**config.mk**
```make
export PLATFORM = sky130hd
export DESIGN_NAME = sjsse_top
export DESIGN_NICKNAME = d
export VERILOG_FILES = /design/src/hw/sjsse_pkg.sv /design/src/hw/sjsse_shifter.sv /design/src/hw/sjsse_sub.sv /design/src/hw/sjsse_top.sv
export SDC_FILE = /design/constraint.sdc
export NUM_CORES = 1
export LEC_CHECK = 0
export BUFFER_PORTS_ARGS = -buffer_cell sky130_fd_sc_hd__buf_2
export CORE_ASPECT_RATIO = 1.5
export CORE_MARGIN = 2
export CORE_UTILIZATION = 55
export DETAILED_ROUTE_END_ITERATION = 10
export GPL_TIMING_DRIVEN = 0
export PLACE_DENSITY = 0.79
export SYNTH_ARGS = -nofsm -noshare
export SYNTH_HDL_FRONTEND = slang
export SYNTH_SLANG_ARGS = --single-unit
```
**constraint.sdc**
```tcl
create_clock -name clock -period 4.2 [get_ports clock]
set_input_delay 0.42 -clock clock [delete_from_list [all_inputs] [get_ports clock]]
set_output_delay 0.42 -clock clock [all_outputs]
set_load 0.05 [all_outputs]
```
**src/hw/sjsse_pkg.sv**
```systemverilog
// Shared constants and types for the shift/jump/store/subtract executor
package sjsse_pkg;
  // Register byte offsets on the AHB-Lite slave
  localparam logic [7:0] A_CTRL   = 8'h00;
  localparam logic [7:0] A_INSTR  = 8'h04;
  localparam logic [7:0] A_OPA    = 8'h08;
  localparam logic [7:0] A_OPB    = 8'h0C;
  localparam logic [7:0] A_PC     = 8'h10;
  localparam logic [7:0] A_RESULT = 8'h14;
  localparam logic [7:0] A_PSW    = 8'h18;
  localparam logic [7:0] A_STATUS = 8'h1C;

  // Field positions
  localparam int CTRL_GO     = 0;
  localparam int CTRL_MODE1M = 1;
  localparam int STAT_BUSY   = 0;
  localparam int STAT_BAD    = 1;
  localparam int PSW_ST      = 0;
  localparam int PSW_C       = 1;
  localparam int PSW_VT      = 2;
  localparam int PSW_V       = 3;
  localparam int PSW_N       = 4;
  localparam int PSW_Z       = 5;

  // Reset values
  localparam logic [5:0]  PSW_RST = 6'h00;
  localparam logic [23:0] PC_RST  = 24'h000000;

  // Opcodes and opcode prefixes
  localparam logic [7:0] OP_SHIFT_LONG = 8'h0C;
  localparam logic [7:0] OP_SKIP       = 8'h00;
  localparam logic [4:0] OP_JUMP_PFX   = 5'h04;
  localparam logic [5:0] OP_STW_PFX    = 6'h30;
  localparam logic [5:0] OP_STB_PFX    = 6'h31;
  localparam logic [5:0] OP_SUB2_PFX   = 6'h1A;
  localparam logic [5:0] OP_SUB3_PFX   = 6'h12;

  // Shift count limits
  localparam logic [7:0]  CNT_REG_LOW = 8'h10;
  localparam logic [31:0] CNT_REG_MAX = 32'h0000001F;

  typedef enum logic [1:0] {
    SJSSE_IDLE  = 2'b01,
    SJSSE_SHIFT = 2'b10
  } sjsse_state_t;
endpackage : sjsse_pkg

```
**src/hw/sjsse_shifter.sv**
```systemverilog
// Multi-cycle logical right shifter for a double word, one step per clock
module sjsse_shifter
  import sjsse_pkg::*;
(
  input  wire logic        clock,      // Core clock
  input  wire logic        rstn,       // Async reset, active low
  input  wire logic        load,       // Start a shift
  input  wire logic [31:0] din,        // Operand to shift
  input  wire logic [4:0]  cnt_in,     // Shift count
  input  wire logic        c_in,       // Carry before the shift
  output logic             active,     // Shift in progress
  output logic             done,       // Last cycle of the shift
  output logic [4:0]       cnt_left,   // Steps still to do
  output logic [31:0]      dout,       // Shifted value
  output logic             carry,      // Carry out
  output logic             sticky      // Sticky out
);
  logic        active_ff;
  logic        stepped_ff;
  logic [4:0]  cnt_ff;
  logic [31:0] val_ff;
  logic        carry_ff;
  logic        sticky_ff;
  logic        step;

  assign step     = active_ff && (cnt_ff != 5'h00);
  assign active   = active_ff;
  assign done     = active_ff && (cnt_ff == 5'h00);
  assign cnt_left = cnt_ff;
  assign dout     = val_ff;
  assign carry    = carry_ff;
  assign sticky   = sticky_ff;

  always_ff @(posedge clock or negedge rstn) begin
    if (!rstn) begin
      active_ff  <= 1'b0;
      stepped_ff <= 1'b0;
      cnt_ff     <= 5'h00;
      val_ff     <= 32'h00000000;
      carry_ff   <= 1'b0;
      sticky_ff  <= 1'b0;
    end else if (load) begin
      active_ff  <= 1'b1;
      stepped_ff <= 1'b0;
      cnt_ff     <= cnt_in;
      val_ff     <= din;
      carry_ff   <= c_in;
      sticky_ff  <= 1'b0;
    end else if (step) begin
      val_ff     <= {1'b0, val_ff[31:1]};
      carry_ff   <= val_ff[0];
      // Old carry only counts once it came from this shift
      sticky_ff  <= sticky_ff | (carry_ff & stepped_ff);
      stepped_ff <= 1'b1;
      cnt_ff     <= cnt_ff - 5'h01;
    end else begin
      active_ff  <= 1'b0;
    end
  end
endmodule : sjsse_shifter

```
**src/hw/sjsse_sub.sv**
```systemverilog
// Word subtractor with flag outputs
module sjsse_sub
  import sjsse_pkg::*;
(
  input  wire logic [15:0] a,     // Minuend
  input  wire logic [15:0] b,     // Subtrahend
  output logic [15:0]      diff,  // a - b
  output logic             z,     // Zero
  output logic             n,     // Negative
  output logic             c,     // Not borrow
  output logic             v      // Signed overflow
);
  logic [16:0] wide;

  assign wide = {1'b0, a} - {1'b0, b};
  assign diff = wide[15:0];
  assign z    = (wide[15:0] == 16'h0000);
  assign n    = wide[15];
  assign c    = !wide[16];
  assign v    = (a[15] ^ b[15]) & (a[15] ^ wide[15]);
endmodule : sjsse_sub

```
**src/hw/sjsse_top.sv**
```systemverilog
// Executor for shift-long, short jump, skip, store and word subtract
// Summary of operation
// - Logical right shift of a double word moves it one place per step.
// - Immediate shift count is zero to fifteen, held in the instruction.
// - Register count comes from locations 10H-0FFH and must be 0 to 31.
// - Shift fills vacated high bits with zeros.
// - Carry holds the last bit shifted out at the low end.
// - Shift clears sticky before its first step.
// - Sticky sets when a one shifted into carry by this shift is followed by another step.
// - Short jump adds a signed 11-bit distance, least value minus 1024.
// - Jump distance widens to 16 bits or 24 bits by addressing mode.
// - In 1-Mbyte mode the jump may carry into upper address bits.
// - Two-byte no-op ignores its second byte and changes nothing.
// - Store word copies the source word register to the destination.
// - Store byte copies the source byte register to the destination.
// - Two-operand subtract writes destination minus source to destination.
// - Subtract carry is the inverse of borrow.
// - Three-operand subtract writes first minus second source to a new word.
// - Three-operand subtract opcode 010010aa, then operand, source, destination.
module sjsse_top
  import sjsse_pkg::*;
(
  input  wire logic        clock,      // Core clock, 10 MHz
  input  wire logic        rstn,       // Async reset, active low
  input  wire logic        hsel,       // AHB slave select
  input  wire logic [31:0] haddr,      // AHB address
  input  wire logic [1:0]  htrans,     // AHB transfer type
  input  wire logic        hwrite,     // AHB write
  input  wire logic [2:0]  hsize,      // AHB size, word only
  input  wire logic [31:0] hwdata,     // AHB write data
  input  wire logic        hready,     // AHB bus ready
  output logic             hreadyout,  // AHB slave ready
  output logic [31:0]      hrdata,     // AHB read data
  output logic             hresp       // AHB response, always OKAY
);
  ////////////////////////////////////////////////////////////////////////////
  // Bus slave phases
  logic        dp_wr_ff;
  logic        dp_rd_ff;
  logic        rd_done_ff;
  logic [7:0]  dp_addr_ff;
  logic [31:0] hrdata_ff;
  logic        ap;
  logic        wr;

  assign ap        = hsel && hready && htrans[1];
  assign wr        = dp_wr_ff;
  // One wait state on reads so data comes from a flop and sees any prior write
  assign hreadyout = !(dp_rd_ff && !rd_done_ff);
  assign hrdata    = hrdata_ff;
  assign hresp     = 1'b0;

  always_ff @(posedge clock or negedge rstn) begin
    if (!rstn) begin
      dp_wr_ff   <= 1'b0;
      dp_rd_ff   <= 1'b0;
      dp_addr_ff <= 8'h00;
    end else if (hready) begin
      dp_wr_ff   <= ap && hwrite;
      dp_rd_ff   <= ap && !hwrite;
      dp_addr_ff <= haddr[7:0];
    end
  end

  always_ff @(posedge clock or negedge rstn) begin
    if (!rstn) begin
      rd_done_ff <= 1'b0;
    end else begin
      rd_done_ff <= dp_rd_ff && !rd_done_ff;
    end
  end

  ////////////////////////////////////////////////////////////////////////////
  // Software registers
  logic               mode1m_ff;
  logic [15:0]        instr_ff;
  logic [31:0]        opa_ff;
  logic [31:0]        opb_ff;
  logic [23:0]        pc_ff;
  logic [31:0]        result_ff;
  logic [5:0]         psw_ff;
  logic               bad_ff;
  sjsse_state_t       state_ff;

  always_ff @(posedge clock or negedge rstn) begin
    if (!rstn) begin
      mode1m_ff <= 1'b0;
      instr_ff  <= 16'h0000;
      opa_ff    <= 32'h00000000;
      opb_ff    <= 32'h00000000;
    end else if (wr) begin
      if (dp_addr_ff == A_CTRL) mode1m_ff <= hwdata[CTRL_MODE1M];
      if (dp_addr_ff == A_INSTR) instr_ff <= hwdata[15:0];
      if (dp_addr_ff == A_OPA) opa_ff <= hwdata;
      if (dp_addr_ff == A_OPB) opb_ff <= hwdata;
    end
  end

  ////////////////////////////////////////////////////////////////////////////
  // Decode
  logic [7:0]  op;
  logic [7:0]  byte2;
  logic        go;
  logic        is_shift;
  logic        is_skip;
  logic        is_jump;
  logic        is_stw;
  logic        is_stb;
  logic        is_sub2;
  logic        is_sub3;
  logic        is_sub;
  logic        cnt_is_reg;
  logic        cnt_bad;
  logic        illegal;
  logic [4:0]  count;
  logic [10:0] disp;
  logic [23:0] disp24;
  logic [15:0] disp16;

  assign op    = instr_ff[7:0];
  assign byte2 = instr_ff[15:8];
  assign go    = wr && (dp_addr_ff == A_CTRL) && hwdata[CTRL_GO]
                 && (state_ff == SJSSE_IDLE);

  assign is_shift = (op == OP_SHIFT_LONG);
  assign is_skip  = (op == OP_SKIP);
  assign is_jump  = (op[7:3] == OP_JUMP_PFX);
  assign is_stw   = (op[7:2] == OP_STW_PFX);
  assign is_stb   = (op[7:2] == OP_STB_PFX);
  assign is_sub2  = (op[7:2] == OP_SUB2_PFX);
  assign is_sub3  = (op[7:2] == OP_SUB3_PFX);
  assign is_sub   = is_sub2 || is_sub3;

  // Second byte below 10H is an immediate count, else a register location
  assign cnt_is_reg = (byte2 >= CNT_REG_LOW);
  assign cnt_bad    = cnt_is_reg && (opb_ff > CNT_REG_MAX);
  assign count      = cnt_is_reg ? opb_ff[4:0] : {1'b0, byte2[3:0]};
  assign illegal    = (is_shift && cnt_bad)
                      || !(is_shift || is_skip || is_jump || is_stw
                           || is_stb || is_sub);

  // Low three opcode bits are the top of an 11-bit signed distance
  assign disp   = {op[2:0], byte2};
  assign disp16 = {{5{disp[10]}}, disp};
  assign disp24 = {{13{disp[10]}}, disp};

  ////////////////////////////////////////////////////////////////////////////
  // Datapath units
  logic        sh_load;
  logic        sh_active;
  logic        sh_done;
  logic [4:0]  sh_cnt;
  logic [31:0] sh_val;
  logic        sh_carry;
  logic        sh_sticky;
  logic [15:0] sub_diff;
  logic        sub_z;
  logic        sub_n;
  logic        sub_c;
  logic        sub_v;

  assign sh_load = go && is_shift && !cnt_bad;

  sjsse_shifter u_shifter (
    .clock    (clock),
    .rstn     (rstn),
    .load     (sh_load),
    .din      (opa_ff),
    .cnt_in   (count),
    .c_in     (psw_ff[PSW_C]),
    .active   (sh_active),
    .done     (sh_done),
    .cnt_left (sh_cnt),
    .dout     (sh_val),
    .carry    (sh_carry),
    .sticky   (sh_sticky)
  );

  // Both forms compute first operand register minus second
  sjsse_sub u_sub (
    .a    (opa_ff[15:0]),
    .b    (opb_ff[15:0]),
    .diff (sub_diff),
    .z    (sub_z),
    .n    (sub_n),
    .c    (sub_c),
    .v    (sub_v)
  );

  ////////////////////////////////////////////////////////////////////////////
  // Control state
  always_ff @(posedge clock or negedge rstn) begin
    if (!rstn) begin
      state_ff <= SJSSE_IDLE;
    end else begin
      unique case (state_ff)
        SJSSE_IDLE:  if (sh_load) state_ff <= SJSSE_SHIFT;
        SJSSE_SHIFT: if (sh_done) state_ff <= SJSSE_IDLE;
      endcase
    end
  end

  always_ff @(posedge clock or negedge rstn) begin
    if (!rstn) begin
      bad_ff <= 1'b0;
    end else if (go) begin
      bad_ff <= illegal;
    end
  end

  ////////////////////////////////////////////////////////////////////////////
  // Results, flags and program counter
  always_ff @(posedge clock or negedge rstn) begin
    if (!rstn) begin
      result_ff <= 32'h00000000;
    end else if (sh_done) begin
      result_ff <= sh_val;
    end else if (go && is_sub) begin
      result_ff <= {16'h0000, sub_diff};
    end else if (go && is_stw) begin
      result_ff <= {16'h0000, opb_ff[15:0]};
    end else if (go && is_stb) begin
      result_ff <= {24'h000000, opb_ff[7:0]};
    end
  end

  // Hardware update wins over a software write in the same cycle
  always_ff @(posedge clock or negedge rstn) begin
    if (!rstn) begin
      psw_ff <= PSW_RST;
    end else if (sh_done) begin
      psw_ff[PSW_Z]  <= (sh_val == 32'h00000000);
      psw_ff[PSW_N]  <= 1'b0;
      psw_ff[PSW_V]  <= 1'b0;
      psw_ff[PSW_C]  <= sh_carry;
      psw_ff[PSW_ST] <= sh_sticky;
    end else if (go && is_sub) begin
      psw_ff[PSW_Z]  <= sub_z;
      psw_ff[PSW_N]  <= sub_n;
      psw_ff[PSW_V]  <= sub_v;
      psw_ff[PSW_C]  <= sub_c;
      psw_ff[PSW_VT] <= psw_ff[PSW_VT] | sub_v;
    end else if (wr && (dp_addr_ff == A_PSW)) begin
      psw_ff <= hwdata[5:0];
    end
  end

  always_ff @(posedge clock or negedge rstn) begin
    if (!rstn) begin
      pc_ff <= PC_RST;
    end else if (go && is_jump) begin
      if (mode1m_ff) begin
        pc_ff <= pc_ff + disp24;
      end else begin
        pc_ff[15:0] <= pc_ff[15:0] + disp16;
      end
    end else if (wr && (dp_addr_ff == A_PC)) begin
      pc_ff <= hwdata[23:0];
    end
  end

  ////////////////////////////////////////////////////////////////////////////
  // Read data
  always_ff @(posedge clock or negedge rstn) begin
    if (!rstn) begin
      hrdata_ff <= 32'h00000000;
    end else if (dp_rd_ff && !rd_done_ff) begin
      unique case (dp_addr_ff)
        A_CTRL:   hrdata_ff <= {30'h00000000, mode1m_ff, 1'b0};
        A_INSTR:  hrdata_ff <= {16'h0000, instr_ff};
        A_OPA:    hrdata_ff <= opa_ff;
        A_OPB:    hrdata_ff <= opb_ff;
        A_PC:     hrdata_ff <= {8'h00, pc_ff};
        A_RESULT: hrdata_ff <= result_ff;
        A_PSW:    hrdata_ff <= {26'h0000000, psw_ff};
        A_STATUS: hrdata_ff <= {30'h00000000, bad_ff, sh_active};
        default:  hrdata_ff <= 32'h00000000;
      endcase
    end
  end
endmodule : sjsse_top

```
After elaboration in Yosys (flattened, before gate mapping)
Cells that the tools add are included.

word-level totals
  input bits = 74
  word-level logic and storage cells = 139
  flip-flop bits (word level) = 230
  output and inout bits = 34

cells by class
  equality and inequality tests = 20
  add/subtract/negate cells = 4
  multiplexer cells = 30
  reductions and logical operators = 53
  bitwise logic cells = 7
  order comparisons = 2

operators with widths
  operator               count
  $pmux W32 S8           1
  $mux W32               6
  $mux W24               2
  $eq A8 B5 Y1 const B   4
  $gt A32 B5 Y1 const B  1
  $logic_not A32 Y1      1
  $add A24 B24 Y24       1
  $eq A8 B4 Y1 const B   3
  $logic_and A1 B1 Y1    20
  $mux W5                4
  $sub A16 B16 Y17       1
  $add A16 B16 Y16       1
  $logic_not A16 Y1      1
  $logic_not A8 Y1       2
  $mux W16               1
  $reduce_and A2 Y1      8
  $eq A6 B5 Y1 const B   2
  $eq A6 B6 Y1 const B   2
  $ne A2 B2 Y1 const B   5
  $mux W1                9
  $eq A8 B3 Y1 const B   1
  $ge A8 B5 Y1 const B   1
  $mux W8                1
  $reduce_bool A2 Y1     4
  other kinds (18)       34

Depth between registers and ports, before layout
  depth in word-level cells = 9
  gate-level depth with buffers = 12
  mapped depth without buffers = 12

Cells and area by module
From an unflattened synthesis, not the netlist that was laid out.

second synthesis, totals
  cell total of the unflattened synthesis = 1,252
  area, all modules = 12,613.3 um^2

modules (own cells, without submodules)
  module         instances  cells each  sequential area each (um^2)  area each (um^2)
  sjsse_top      1          907         4,730.8                      9,706.8
  sjsse_shifter  1          230         1,026.0                      2,087.0
  sjsse_sub      1          115         0.0                          819.5

Least setup slack after synthesis
Ideal clock, no wire load.

  kind = register to register
  from = register opa_ff[2]
  to = register psw_ff[5]
  data arrival time = 2,825 ps
  path buffers = 0
  setup time = 92 ps
  setup slack = 1,283 ps
  stages on the path, launching flop included = 10
  path through = dfrtp_1 -> ha_1 -> nor2b_1 -> o31a_1 -> o31a_1 -> a2111oi_1 -> nor2_1 -> xor2_1 -> or4b_1 -> o31ai_2

between the ends
  longest elaborated chain between the ends = 4

ends and longest elaborated chain
  what                           line              source
  start, declared                sjsse_top.sv:77   logic [31:0] opa_ff;
  start signal, assigned         sjsse_top.sv:94   if (dp_addr_ff == A_OPA) opa_ff <= hwdata;
  $sub A16 B16 Y17               sjsse_sub.sv:15   assign wide = {1'b0, a} - {1'b0, b};
  $logic_not A16 Y1              sjsse_sub.sv:17   assign z = (wide[15:0] == 16'h0000);
  $mux W5                        sjsse_top.sv:237  end else if (go && is_sub) begin
  $mux W3                        sjsse_top.sv:231  end else if (sh_done) begin
  end signal, assigned by index  sjsse_top.sv:232  psw_ff[PSW_Z] <= (sh_val == 32'h00000000);
  end signal, assigned by index  sjsse_top.sv:238  psw_ff[PSW_Z] <= sub_z;
  end signal, assigned by index  sjsse_top.sv:239  psw_ff[PSW_N] <= sub_n;
  end, declared                  sjsse_top.sv:81   logic [5:0] psw_ff;

Every way passes these cells.
A chain may end at the register's enable or synchronous reset.

Worst setup path after layout
  from = register dp_addr_ff[1]
  to = register instr_ff[6]

between the ends
  longest elaborated chain between the ends = 2

ends and longest elaborated chain
  what                         line             source
  start, declared              sjsse_top.sv:41  logic [7:0] dp_addr_ff;
  start signal, assigned       sjsse_top.sv:61  dp_addr_ff <= haddr[7:0];
  $eq A8 B3 Y1                 sjsse_top.sv:93  if (dp_addr_ff == A_INSTR) instr_ff <= hwdata[15:0];
  $reduce_and A2 Y1 (no line)  n/a
  end signal, assigned         sjsse_top.sv:93
  end, declared                sjsse_top.sv:76  logic [15:0] instr_ff;

Every way passes these cells.

==> qor.txt <==
Status: finished clean
Most frequent cells in the layout: 229 x dfrtp_1, 135 x nor2_1, 102 x a21oi_1
Hold-critical path depth: 2
Total power divided by cell area: 407 nW/um^2
# rows: 66
Final Max Tran Viols: 0
Post-Syn Area: 12,200 um^2
VDD IR max: 0.410 mV
Synth area leader: dfrtp_1
Post-Layout Cell Count: 1,581
R2R Path End: instr_ff[6]$_DFFE_PN0P_
Worst EP arrival: 4.21 ns
Average wire per standard cell: 24.3 um
Setup ws final: 0.385 ns
Register area share after synthesis: 47.2%
Max-cap viol count: 0
Worst EP required: 4.59 ns
CP endpoint kind: flop
Largest net degree at the start of global routing: 113
Setup crit start kind: flop
Clock Latency Late Sink: 0.52 ns
Worst-path fanout max: 10
Hold crit path type: input port to flop
Initial Util: 56.1%
F_max: 262 MHz
R2r worst-path depth: 7
Post-route ant nets: 0
RSZ-0062 raised after global routing: false
Yosys warns: 0
Comb power frac: 17.8%
Post-synth EDFFs: 0
Hold path startpoint: haddr[6]
Slew HR: 18.2%
Layout cell share with drive strength beyond 1: 17.4%
Core area: 21,700 um^2
Final wirelength: 38,500 um
FF-to-FF Start: dp_addr_ff[1]$_DFFE_PN0P_
Reg clk slew, reported paths: 0.06 ns
Sw Share: 30.7%
Via Count: 10,500
DRC: 0
Internal power: 3.87 mW
Port Buffers: 78
Hold slack: 0.139 ns
Fin. Hold Viols: 0
Fin crit period: 3.82 ns
Number of global-route vias before repair: 10,200
Clock buffer depth: 3
Antenna violations before repair: 1
Area Growth Syn to Fin: 12.7%
Placer Congestion: 0.988
Most used DFF post-synth: dfrtp_1
Ranking of synthesized cells by area: dfrtp_1 47%, mux2_2 8.4%, ha_1 4.2%, a21oi_1 4.2%, mux2i_1 4.2%
Worst-Margin Slew: 1.22 ns
Dpl ws: 0.603 ns
Die extent in y: 186 um
Dpl hpwl: 28,400 um
Flops & latches, synth: 230
Switching power: 1.72 mW
Placed insts: 1,541
Worst path slowest cell: nor3_1
Num CTS Buffers: 23
Commonest non-fill, non-tap cell in the layout: dfrtp_1
Net count after synthesis: 1,306
Total iterations of the first detailed-routing run: 8
Setup violators final: 0
CTS tree: done
Overflow after GRT: 0
Period Utilization, post-route: 90.8%
Sequential share of power: 45.3%
DR iter-0 viols: 1,075
Netlist cell types: 71
Vias per inst: 6.61
Clk network pwr share: 37.0%
Die footprint: 23,400 um^2
Crit Path Class: flop to flop
Crit-path cells: or4_4 -> nor2_1 -> nand2_1 -> nor3_1 -> nand2_1 -> clkbuf_1 -> mux2_2
CP max stage delay: 0.96 ns
Clk root buf: clkbuf_16
Post-synthesis cell count: 1,189
First-pass GRT wire length: 59,200 um
R2R Setup Slk: 0.38 ns
WHS Endpoint: dp_addr_ff[6]$_DFFE_PN0P_
Critical Path Most Common Cell: nand2_1
IO Count: 108
H-Tree Depth: 1
GRT Resource Usage Total: 32.4%
Syn avg cell area: 10.3 um^2
P_leak: 6.07 nW
Clk_skew: 0.0116 ns
Synth top area share: 47.0%
Setup_tns: 0 ns
Ys async rst share: 100%
Horiz. Die Dim: 126 um
CTS Sinks: 230
Nets: 1,412
## final cells by class
cell class,instances,area (um^2)
Fill cell,1786,7970
Antenna cell,1,2.50
Tap cell,272,340
Sequential cell,230,5760
Multi-Input combinational cell,859,6050
Buffer,64,250
Clock inverter,10,111
Timing Repair Buffer,81,465
Inverter,36,135
Clock buffer,28,634
## synth_stat cells (12+ instances only)
| cell type | count |
|---|---|
| a31oi_1 | 32 |
| a21o_1 | 12 |
| a22o_1 | 16 |
| nor2_1 | 135 |
| xnor2_1 | 21 |
| clkbuf_1 | 48 |
| o21ai_0 | 42 |
| a211oi_1 | 15 |
| mux2_2 | 91 |
| ha_1 | 41 |
| a22oi_1 | 51 |
| nor4_1 | 18 |
| nand2_1 | 71 |
| xor2_1 | 12 |
| a21oi_1 | 102 |
| inv_1 | 35 |
| dfrtp_1 | 229 |
| mux2i_1 | 51 |
| nand3_1 | 13 |
## logic make-up after synthesis
family / after synthesis / synth area share [%]
compound gates: 342 / 18.6
xor+xnor: 33 / 2.37
fa+ha+maj: 43 / 4.54
buf+inv: 100 / 3.16
flops: 230 / 47.2
mux: 142 / 12.6
other cells: 1 / 0.0308
simple gates: 298 / 11.5
## through the flow
stage	power, mW	area, um^2	util, %
floorplan	3.21	12200	-
detailed placement	3.55	13000	59.8
global route	5.78	13700	63.3
global placement	3.52	12900	59.5
finish	5.59	13700	63.3
CTS	5.59	13700	63.3
## worst max path at each step
stage                              startpoint                      end  slack, ns
floorplan               opa_ff[2]$_DFFE_PN0P_    psw_ff[5]$_DFFE_PN0P_       1.28
detailed placement  dp_addr_ff[1]$_DFFE_PN0P_  instr_ff[6]$_DFFE_PN0P_       0.60
CTS                 dp_addr_ff[1]$_DFFE_PN0P_  instr_ff[6]$_DFFE_PN0P_       0.58
global route        dp_addr_ff[1]$_DFFE_PN0P_  instr_ff[6]$_DFFE_PN0P_       0.35
global placement                         rstn   opb_ff[26]$_DFFE_PN0P_      -1.25
finish              dp_addr_ff[1]$_DFFE_PN0P_  instr_ff[6]$_DFFE_PN0P_       0.38
## routing by layer
metal | track usage (%) | vias up | share of wire [%]
li1 | - | 4611 | -
met1 | 40.8 | 5150 | 39
met2 | 54.3 | 540 | 48
met3 | 4.99 | 151 | 7.6
met4 | 15.7 | 0 | 6.2
met5 | 0 | - | 0
## critical path, delay by kind of cell (launching register included)
family,cells,cell delay (ns)
flops,1,0.37
mux,1,0.43
buf+inv,1,0.53
simple gates,5,2.36
## timing repair
item                      in CTS  in global routing
hold endpoints to repair      51                  0
buffers inserted               0                  0
hold buffers                   1                  0
resized for setup              0                  0
## power by group through the flow
stage                     sequential [mW]  clock, mW  combinational [mW]
after floorplan                      2.80          0               0.412
after global placement               2.56          0               0.962
after detailed placement             2.56          0               0.984
after CTS                            2.52       2.08               0.992
after global routing                 2.54       2.16                1.07
final                                2.53       2.07               0.993
## flip-flops by register name (all words and copies together), names as in the netlist, 2 cells and up
signal and cells:
hrdata 32, opa_ff 32, opb_ff 32, result_ff 32, u_shifter.dout 32, pc_ff 24
instr_ff 16, dp_addr_ff 8, psw_ff 6, u_shifter.cnt_left 5, state_ff 2
No activity file was read; power rests on OpenSTA's default activity.
